$ cat src/rtl/plt_pkg.sv
// Constants shared by the physical-layer link training control registers.
// Assumes a 100 MHz core clock and a 12-bit byte address on the register port.
`default_nettype none

package plt_pkg;

    // ------------------------------------------------------------------
    // Register port geometry and register offsets
    // ------------------------------------------------------------------
    localparam int          ADDR_W       = 12;
    localparam int          DATA_W       = 32;
    localparam logic [11:0] CFG_OFFSET   = 12'h530;
    localparam logic [11:0] STATE_OFFSET = 12'h540;

    // ------------------------------------------------------------------
    // Field positions and reset values
    // ------------------------------------------------------------------
    localparam int          GEN1_BIT              = 8;
    localparam int          XLINK_BIT             = 11;
    localparam int          POLICY_BIT            = 14;
    localparam int          RETRAIN_BIT           = 31;
    localparam logic [31:0] CFG_RW_MASK           = 32'h0000_4900;
    localparam logic        GEN1_RESET            = 1'h0;
    localparam logic        XLINK_RESET           = 1'h0;
    localparam logic        POLICY_RST_DOWNSTREAM = 1'h0;
    localparam logic        POLICY_RST_OTHER      = 1'h1;
    localparam logic        POLICY_AUTOMATIC      = 1'h0;

    // ------------------------------------------------------------------
    // Training ordered-set control bits seen by the physical layer
    // ------------------------------------------------------------------
    localparam int          TS_W          = 8;
    localparam logic [7:0]  TS_GEN1_MASK  = 8'h0F;

    // ------------------------------------------------------------------
    // Timing
    // ------------------------------------------------------------------
    localparam int CLK_PERIOD_NS        = 10;
    localparam int RETRAIN_DELAY_NS     = 1000000;
    localparam int RETRAIN_DELAY_CYCLES = (RETRAIN_DELAY_NS + CLK_PERIOD_NS - 1) / CLK_PERIOD_NS;
    localparam int TIMER_W              = 17;

    // Retrain sequencer states.
    typedef enum logic [2:0] {
        RT_IDLE  = 3'h1,
        RT_ACKED = 3'h2,
        RT_DELAY = 3'h4
    } plt_retrain_state_type;

endpackage

`default_nettype wire

$ cat src/rtl/plt_reset_sync.sv
// Reset synchroniser: asserts at once, releases after two clock edges.
// Assumes the raw reset is active low and may arrive at any time.
`timescale 1ns/1ps
`default_nettype none

module plt_reset_sync (
    input  wire logic clk,
    input  wire logic rst_b,
    output var  logic rst_sync_b
);
    import plt_pkg::*;

    logic stage1;

    // ------------------------------------------------------------------
    // Two-flop release
    // ------------------------------------------------------------------
    // Only constants enter under reset, so release never glitches.
    always_ff @(posedge clk or negedge rst_b) begin
        if (!rst_b) begin
            stage1     <= 1'h0;
            rst_sync_b <= 1'h0;
        end else begin
            stage1     <= 1'h1;
            rst_sync_b <= stage1;
        end
    end

endmodule

`default_nettype wire

$ cat src/rtl/plt_delay_timer.sv
// One-shot down counter that flags expiry a fixed number of cycles after start.
// Assumes start is a one-cycle pulse from logic on the same clock.
`timescale 1ns/1ps
`default_nettype none

module plt_delay_timer #(
    parameter int CYCLES = plt_pkg::RETRAIN_DELAY_CYCLES
) (
    input  wire logic clk,
    input  wire logic rst_int_b,
    input  wire logic start,
    output var  logic expire
);
    import plt_pkg::*;

    logic [TIMER_W-1:0] cnt;
    logic [TIMER_W-1:0] next_cnt;

    // ------------------------------------------------------------------
    // Counter
    // ------------------------------------------------------------------
    // A start while running reloads, so the delay is always measured from the last start.
    always_comb begin
        next_cnt = cnt;
        if (start) begin
            next_cnt = TIMER_W'(CYCLES);
        end else if (cnt != '0) begin
            next_cnt = cnt - TIMER_W'(1);
        end
    end

    always_ff @(posedge clk or negedge rst_int_b) begin
        if (!rst_int_b) begin
            cnt <= '0;
        end else begin
            cnt <= next_cnt;
        end
    end

    // Expiry is flagged in the last counted cycle.
    assign expire = (cnt == TIMER_W'(1));

endmodule

`default_nettype wire

$ cat src/rtl/plt_ctrl_regs.sv
// Physical-layer link training control registers of one switch port.
// Assumes the LTSSM, the port mode straps and the register master share clk.
//
// Strobed register access was chosen for this implementation.
`timescale 1ns/1ps
`default_nettype none

module plt_ctrl_regs #(
    parameter int RETRAIN_DELAY_CYCLES = plt_pkg::RETRAIN_DELAY_CYCLES
) (
    input  wire logic                       clk,
    input  wire logic                       rst_b,
    input  wire logic [plt_pkg::ADDR_W-1:0] reg_addr,
    input  wire logic [plt_pkg::DATA_W-1:0] reg_wdata,
    input  wire logic                       reg_wr,
    input  wire logic                       reg_rd,
    output var  logic [plt_pkg::DATA_W-1:0] reg_rdata,
    output var  logic                       reg_wr_done,
    input  wire logic                       port_is_downstream,
    input  wire logic                       port_is_upstream,
    input  wire logic                       ltssm_in_detect,
    input  wire logic                       ltssm_in_l0,
    input  wire logic                       gen2_permitted,
    input  wire logic [plt_pkg::TS_W-1:0]   ts_ctrl_raw,
    output var  logic [plt_pkg::TS_W-1:0]   ts_ctrl_out,
    output var  logic                       gen1_compat_enable,
    output var  logic                       crosslink_disable,
    output var  logic                       speed_change_req,
    output var  logic                       retrain_to_detect
);
    import plt_pkg::*;

    // ------------------------------------------------------------------
    // Declarations
    // ------------------------------------------------------------------
    logic                  rst_int_b;
    logic                  cfg_wr;
    logic                  state_wr;
    logic                  retrain_wr;
    logic                  cfg_loaded;
    logic                  next_cfg_loaded;
    logic                  next_gen1;
    logic                  next_xlink;
    logic                  initial_speed_change_policy;
    logic                  next_policy;
    logic [DATA_W-1:0]     next_rdata;
    logic                  next_wr_done;
    plt_retrain_state_type rt_state;
    plt_retrain_state_type next_rt_state;
    logic                  next_retrain;
    logic                  timer_start;
    logic                  timer_expire;
    logic                  speed_armed;
    logic                  next_speed_armed;
    logic                  next_speed_req;
    logic [TS_W-1:0]       next_ts;

    // ------------------------------------------------------------------
    // Reset release and delay timer
    // ------------------------------------------------------------------
    plt_reset_sync u_reset_sync (
        .clk        (clk),
        .rst_b      (rst_b),
        .rst_sync_b (rst_int_b)
    );

    plt_delay_timer #(
        .CYCLES (RETRAIN_DELAY_CYCLES)
    ) u_delay_timer (
        .clk       (clk),
        .rst_int_b (rst_int_b),
        .start     (timer_start),
        .expire    (timer_expire)
    );

    // ------------------------------------------------------------------
    // Address decode
    // ------------------------------------------------------------------
    // Full 12-bit compare so aliases of either register never respond.
    assign cfg_wr     = reg_wr && (reg_addr == CFG_OFFSET);
    assign state_wr   = reg_wr && (reg_addr == STATE_OFFSET);
    assign retrain_wr = state_wr && reg_wdata[RETRAIN_BIT];

    // ------------------------------------------------------------------
    // Configuration register
    // ------------------------------------------------------------------
    // The policy reset value depends on the port mode, which is only a level on an input,
    // so it is caught in the first cycle after release rather than under reset.
    // A write in that one cycle is dropped; software cannot reach it in time anyway.
    always_comb begin
        next_gen1       = gen1_compat_enable;
        next_xlink      = crosslink_disable;
        next_policy     = initial_speed_change_policy;
        next_cfg_loaded = 1'h1;
        if (!cfg_loaded) begin
            next_policy = port_is_downstream ? POLICY_RST_DOWNSTREAM
                                             : POLICY_RST_OTHER;
        end else if (cfg_wr) begin
            next_gen1   = reg_wdata[GEN1_BIT];
            next_xlink  = reg_wdata[XLINK_BIT];
            next_policy = reg_wdata[POLICY_BIT];
        end
    end

    always_ff @(posedge clk or negedge rst_int_b) begin
        if (!rst_int_b) begin
            gen1_compat_enable          <= GEN1_RESET;
            crosslink_disable           <= XLINK_RESET;
            initial_speed_change_policy <= POLICY_RST_OTHER;
            cfg_loaded                  <= 1'h0;
        end else begin
            gen1_compat_enable          <= next_gen1;
            crosslink_disable           <= next_xlink;
            initial_speed_change_policy <= next_policy;
            cfg_loaded                  <= next_cfg_loaded;
        end
    end

    // ------------------------------------------------------------------
    // Read data and write completion
    // ------------------------------------------------------------------
    // Read data stand for exactly one cycle; unmapped addresses and reserved bits give zero.
    always_comb begin
        next_rdata   = 32'h0000_0000;
        next_wr_done = reg_wr;
        if (reg_rd && (reg_addr == CFG_OFFSET)) begin
            next_rdata[GEN1_BIT]   = gen1_compat_enable;
            next_rdata[XLINK_BIT]  = crosslink_disable;
            next_rdata[POLICY_BIT] = initial_speed_change_policy;
        end
        // The state register holds only the self-clearing retrain bit, which reads zero.
    end

    always_ff @(posedge clk or negedge rst_int_b) begin
        if (!rst_int_b) begin
            reg_rdata   <= 32'h0000_0000;
            reg_wr_done <= 1'h0;
        end else begin
            reg_rdata   <= next_rdata;
            reg_wr_done <= next_wr_done;
        end
    end

    // ------------------------------------------------------------------
    // Retrain sequencer
    // ------------------------------------------------------------------
    // The completion pulse leaves one cycle before the earliest retrain, so the answer
    // is never lost to a link that is already going down. Requests while busy are ignored.
    always_comb begin
        next_rt_state = rt_state;
        next_retrain  = 1'h0;
        timer_start   = 1'h0;
        case (rt_state)
            RT_IDLE: begin
                if (retrain_wr) begin
                    if (port_is_upstream) begin
                        next_rt_state = RT_DELAY;
                        timer_start   = 1'h1;
                    end else begin
                        next_rt_state = RT_ACKED;
                    end
                end
            end
            RT_ACKED: begin
                next_retrain  = 1'h1;
                next_rt_state = RT_IDLE;
            end
            RT_DELAY: begin
                if (timer_expire) begin
                    next_retrain  = 1'h1;
                    next_rt_state = RT_IDLE;
                end
            end
            default: begin
                next_rt_state = RT_IDLE;
            end
        endcase
    end

    always_ff @(posedge clk or negedge rst_int_b) begin
        if (!rst_int_b) begin
            rt_state          <= RT_IDLE;
            retrain_to_detect <= 1'h0;
        end else begin
            rt_state          <= next_rt_state;
            retrain_to_detect <= next_retrain;
        end
    end

    // ------------------------------------------------------------------
    // Automatic speed change and training set masking
    // ------------------------------------------------------------------
    // Arming on Detect and firing on the first L0 gives at most one request per training cycle.
    always_comb begin
        next_speed_armed = speed_armed;
        next_speed_req   = 1'h0;
        next_ts          = ts_ctrl_raw;
        if (retrain_to_detect || ltssm_in_detect) begin
            next_speed_armed = 1'h1;
        end else if (speed_armed && ltssm_in_l0) begin
            next_speed_armed = 1'h0;
            if ((initial_speed_change_policy == POLICY_AUTOMATIC) && gen2_permitted) begin
                next_speed_req = 1'h1;
            end
        end
        if (gen1_compat_enable) begin
            next_ts = ts_ctrl_raw & TS_GEN1_MASK;
        end
    end

    always_ff @(posedge clk or negedge rst_int_b) begin
        if (!rst_int_b) begin
            speed_armed      <= 1'h0;
            speed_change_req <= 1'h0;
            ts_ctrl_out      <= 8'h00;
        end else begin
            speed_armed      <= next_speed_armed;
            speed_change_req <= next_speed_req;
            ts_ctrl_out      <= next_ts;
        end
    end

    // ------------------------------------------------------------------
    // Assertions
    // ------------------------------------------------------------------
    // Cycles spent in the delay state, read only by the checks below.
    int dly_cnt;
    always_ff @(posedge clk or negedge rst_int_b) begin
        if (!rst_int_b) begin
            dly_cnt <= 0;
        end else begin
            dly_cnt <= (rt_state == RT_DELAY) ? dly_cnt + 1 : 0;
        end
    end
endmodule

`default_nettype wire

$ cat config.mk
export PLATFORM = sky130hd
export DESIGN_NAME = plt_ctrl_regs
export DESIGN_NICKNAME = d
export VERILOG_FILES = /design/src/rtl/plt_pkg.sv /design/src/rtl/plt_reset_sync.sv /design/src/rtl/plt_delay_timer.sv /design/src/rtl/plt_ctrl_regs.sv
export SDC_FILE = /design/constraint.sdc
export NUM_CORES = 1
export LEC_CHECK = 0
export BUFFER_PORTS_ARGS = -buffer_cell sky130_fd_sc_hd__buf_4
export CAP_MARGIN = 20
export CELL_PAD_IN_SITES_DETAIL_PLACEMENT = 1
export CELL_PAD_IN_SITES_GLOBAL_PLACEMENT = 2
export CORE_MARGIN = 4
export CORE_UTILIZATION = 23
export CTS_CLUSTER_SIZE = 16
export DETAILED_ROUTE_END_ITERATION = 8
export PLACE_DENSITY = 0.71
export SKIP_LAST_GASP = 1
export SLEW_MARGIN = 20
export SYNTH_ARGS = -nofsm -noshare
export SYNTH_HDL_FRONTEND = slang
export SYNTH_HIERARCHICAL = 1
export SYNTH_SLANG_ARGS = --single-unit
$ cat constraint.sdc
create_clock -name clk -period 1.25 [get_ports clk]
set_clock_uncertainty 0.05 [all_clocks]
set_input_delay 0.125 -clock clk [delete_from_list [all_inputs] [get_ports clk]]
set_output_delay 0.125 -clock clk [all_outputs]
set_load 0.03 [all_outputs]
==> flow_metrics.py <==
metrics = {
    "synth": {
        "avgSynthCellArea_sq_um": 10.7,
        "netlist_area_sq_um": 2050,
        "seq_area_frac_synth_pct": 50.2,
        "netlist_instances": 192,
        "synth.distinct_cells": 46,
        "ys_warn_count": 6,
        "synth-seq-cells": 41,
    },
    "worst_setup_path": {
        "start_kind": "flip-flop",
        "slowest_delay_ns": 0.44,
        "worst_ep_required_time_ns": 1.43,
        "cp-end-kind": "flip-flop",
        "cp.arrival_ns": 2.00,
        "cp_slowest_cell": "or4_4",
        "critPathMaxFanout": 4,
        "path_cells": "nor4_4 -> buf_4 -> nand3_4 -> or4_4 -> a21oi_2",
        "worstSetupPathType": "flip-flop to flip-flop",
    },
    "cts": {
        "htreeDepth": 2,
        "clk_pin_slew_worst_paths_ns": 0.09,
        "numCtsBuffers": 5,
        "cts_root_buf": "clkbuf_8",
        "clk-insertion-delay-late_ns": 0.30,
        "cts_tree": "yes",
        "cts_max_path_buffers": 2,
        "cts.sinks": 41,
    },
    "finish": {
        "drive_above_1_share_pct": 52.5,
        "diodes": 0,
        "nNetsFinal": 378,
        "area_growth_pct": 69.0,
    },
    "detailed_routing": {
        "ant_nets": 0,
        "routed_via_density": 4.18,
        "routed_wl_mm": 5.82,
        "post-route-drc-count": 0,
        "drt-pass1-iter-count": 2,
        "wl_per_cell_um": 13.7,
        "vias": 1772,
        "drt_iter0_markers": 23,
    },
    "outcome": {
        "status": "finished with violations",
        "violations": "setup timing",
    },
    "sta": {
        "finalCritPeriodShare_pct": 145,
        "min_period_ns": 1.82,
        "hold_ws_ns": 0.0668,
        "hold_viol_final": 0,
        "rsz0062_at_grt": "yes",
        "finalSetupViolations": 24,
        "fin_ws_ns": -0.567,
        "fmax_ghz": 0.550,
        "final_max_slew_viol_count": 0,
    },
    "hold_path": {
        "hp-class": "input pin to flip-flop",
    },
    "power": {
        "vdd_ir_drop_max_uv": 427,
        "power_density_nw_per_um2": 772,
        "p_leak_nw": 1.56,
        "power_w": 0.00268,
    },
    "global_routing": {
        "grt_usage_pct": 11.4,
        "overflow": 0,
        "grt_pass1_vias": 1864,
        "antenna_found_initial": 0,
        "grt_max_degree": 20,
        "grt_pass1_wl_mm": 9.29,
    },
    "job": {
        "maxCapViolations": 0,
    },
    "placed_design": {
        "dp_hpwl_mm": 4.03,
        "place_ws_ns": -0.594,
        "place.gp.congestion": 0.787,
        "numPortBuffers": 48,
    },
    "floorplanning": {
        "rows": 34,
        "start_util_pct": 23.6,
        "die_area_sq_um": 10500,
        "die_x_um": 102,
        "die_y_um": 102,
        "num_io_pins": 106,
        "core_sq_um": 8680,
    },
}
## layout make-up
class	count	area, sq um
fillers	974	5210
inverters	4	15.0
multi-input cells	142	1170
well taps	108	135
clock inverters	3	25.0
flip-flops and latches	41	1030
repair buffers	121	1020
clock buffers	5	68.8
## sequential cells by signal (all words and copies together) (netlist names)
register / count
cfg_loaded: 1
crosslink_disable: 1
gen1_compat_enable: 1
initial_speed_change_policy: 1
reg_rdata: 3
reg_wr_done: 1
retrain_to_detect: 1
rt_state: 3
speed_armed: 1
speed_change_req: 1
ts_ctrl_out: 8
u_delay_timer/cnt: 17
u_reset_sync/rst_sync_b: 1
u_reset_sync/stage1: 1
## layout by cell type, fill, tap and decap left out, types with 4 or more instances in the layout
| cell | n |
|---|---|
| buf_4 | 93 |
| dfrtp_1 | 37 |
| conb_1 | 31 |
| dlygate4sd3_1 | 16 |
| nor2_1 | 15 |
| buf_6 | 8 |
| nor2b_1 | 6 |
| clkbuf_8 | 5 |
| nand2b_1 | 4 |
| xnor2_1 | 4 |
| a21oi_2 | 4 |
## layer usage
layer	track usage, %	up-vias	share of wire [%]
met4	3.53	0	0.70
met5	0	-	0
met2	20.6	50	56
met3	2.94	5	5.4
met1	13.1	875	38
li1	-	842	-
## repair_timing
item / in CTS / in global routing
cloned: 0 / 0
setup endpoints to repair: 24 / 24
hold buffers: 16 / 0
pin swaps: 21 / 17
resized for setup: 41 / 17
endpoints found under the hold margin: 17 / 0
setup buffers: 6 / 11
## stage by stage
step	area, sq um	util, %	instances	setup TNS [ns]
after floorplan	2230	-	220	-9.12
after global placement	2820	32.5	385	-11.81
after detailed placement	2820	32.5	385	-12.61
after CTS	3320	38.2	415	-9.84
after global routing	3460	39.9	424	-12.14
final	3460	39.9	424	-10.02
## power breakdown
part	switching, W	total (W)	leakage, nW	internal (W)
logic	0.000217	0.000366	1.05	0.000149
clock network	0.000532	0.000936	0.0447	0.000404
registers	0.0000198	0.00137	0.465	0.00135
## path summary, 6_finish.rpt
path                       slack (ns)  cells after the start                              start                                end
min                              0.07                      3                     gen2_permitted         speed_change_req$_DFF_PN0_
min in group asynchronous        0.08                      2                              rst_b  u_reset_sync/rst_sync_b$_DFF_PN0_
max in group asynchronous        0.52                      1  u_reset_sync/rst_sync_b$_DFF_PN0_            rt_state[0]$_DFFE_PN1P_
max reg2reg                     -0.57                      5   u_delay_timer/cnt[4]$_DFFE_PN0P_  u_delay_timer/cnt[12]$_DFFE_PN0P_
min reg2reg                      0.13                      0  u_reset_sync/rst_sync_b$_DFF_PN0_           ts_ctrl_out[0]$_DFF_PN0_
max                             -0.57                      5   u_delay_timer/cnt[4]$_DFFE_PN0P_  u_delay_timer/cnt[12]$_DFFE_PN0P_
## cell families after synthesis
logic type                 count (synthesis)  share of synthesized area [%]
adders and majority gates                  2                           1.22
other                                      3                          0.549
muxes                                      4                           2.08
buffers and inverters                     37                           12.5
DFF                                       41                           50.2
and+or+nand+nor                           78                           23.8
AOI/OAI and AO/OA                         18                           5.80
xor gates and xnor gates                   9                           3.85
## cell usage after synthesis (all sizes together)
| cell | number | area share (%) |
|---|---|---|
| dfrtp | 39 | 48 |
| buf | 32 | 12 |
| nor2 | 18 | 3.3 |
| a21oi | 8 | 2.0 |
| nor3 | 8 | 2.0 |
| nor2b | 7 | 2.1 |
| nand2 | 6 | 1.2 |
| xnor2 | 6 | 2.6 |
| nand3 | 5 | 1.2 |
| inv | 4 | 0.73 |
| nand2b | 4 | 1.2 |
| nor4b | 4 | 2.4 |
| and2 | 3 | 0.92 |
| and3 | 3 | 0.92 |
| conb | 3 | 0.55 |
| nand3b | 3 | 1.1 |
| nand4b | 3 | 1.3 |
| nor3b | 3 | 1.3 |
| o21ai | 3 | 0.73 |
| xor2 | 3 | 1.3 |
| a211oi | 2 | 0.73 |
| dfstp | 2 | 2.6 |
| ha | 2 | 1.2 |
| mux2 | 2 | 1.1 |
| mux2i | 2 | 0.98 |
| nand4 | 2 | 0.61 |
| nor4 | 2 | 1.3 |
| or2b | 2 | 0.79 |
| or4 | 2 | 0.73 |
| a2111oi | 1 | 0.73 |
| a211o | 1 | 0.43 |
| a21o | 1 | 0.37 |
| a221oi | 1 | 0.43 |
| clkbuf | 1 | 0.18 |
| o41ai | 1 | 0.43 |
| or2 | 1 | 0.31 |
| or3 | 1 | 0.31 |
| or4b | 1 | 0.67 |
## critical path: cells and delay by family, from the launching register on
family	cells	cell delay [ns]
AO/OA/AOI/OAI	1	0.15
buffers and inverters	1	0.20
flip-flops	1	0.43
AND/OR/NAND/NOR	3	0.92
Note: power is estimated with default switching activity, not from simulation.
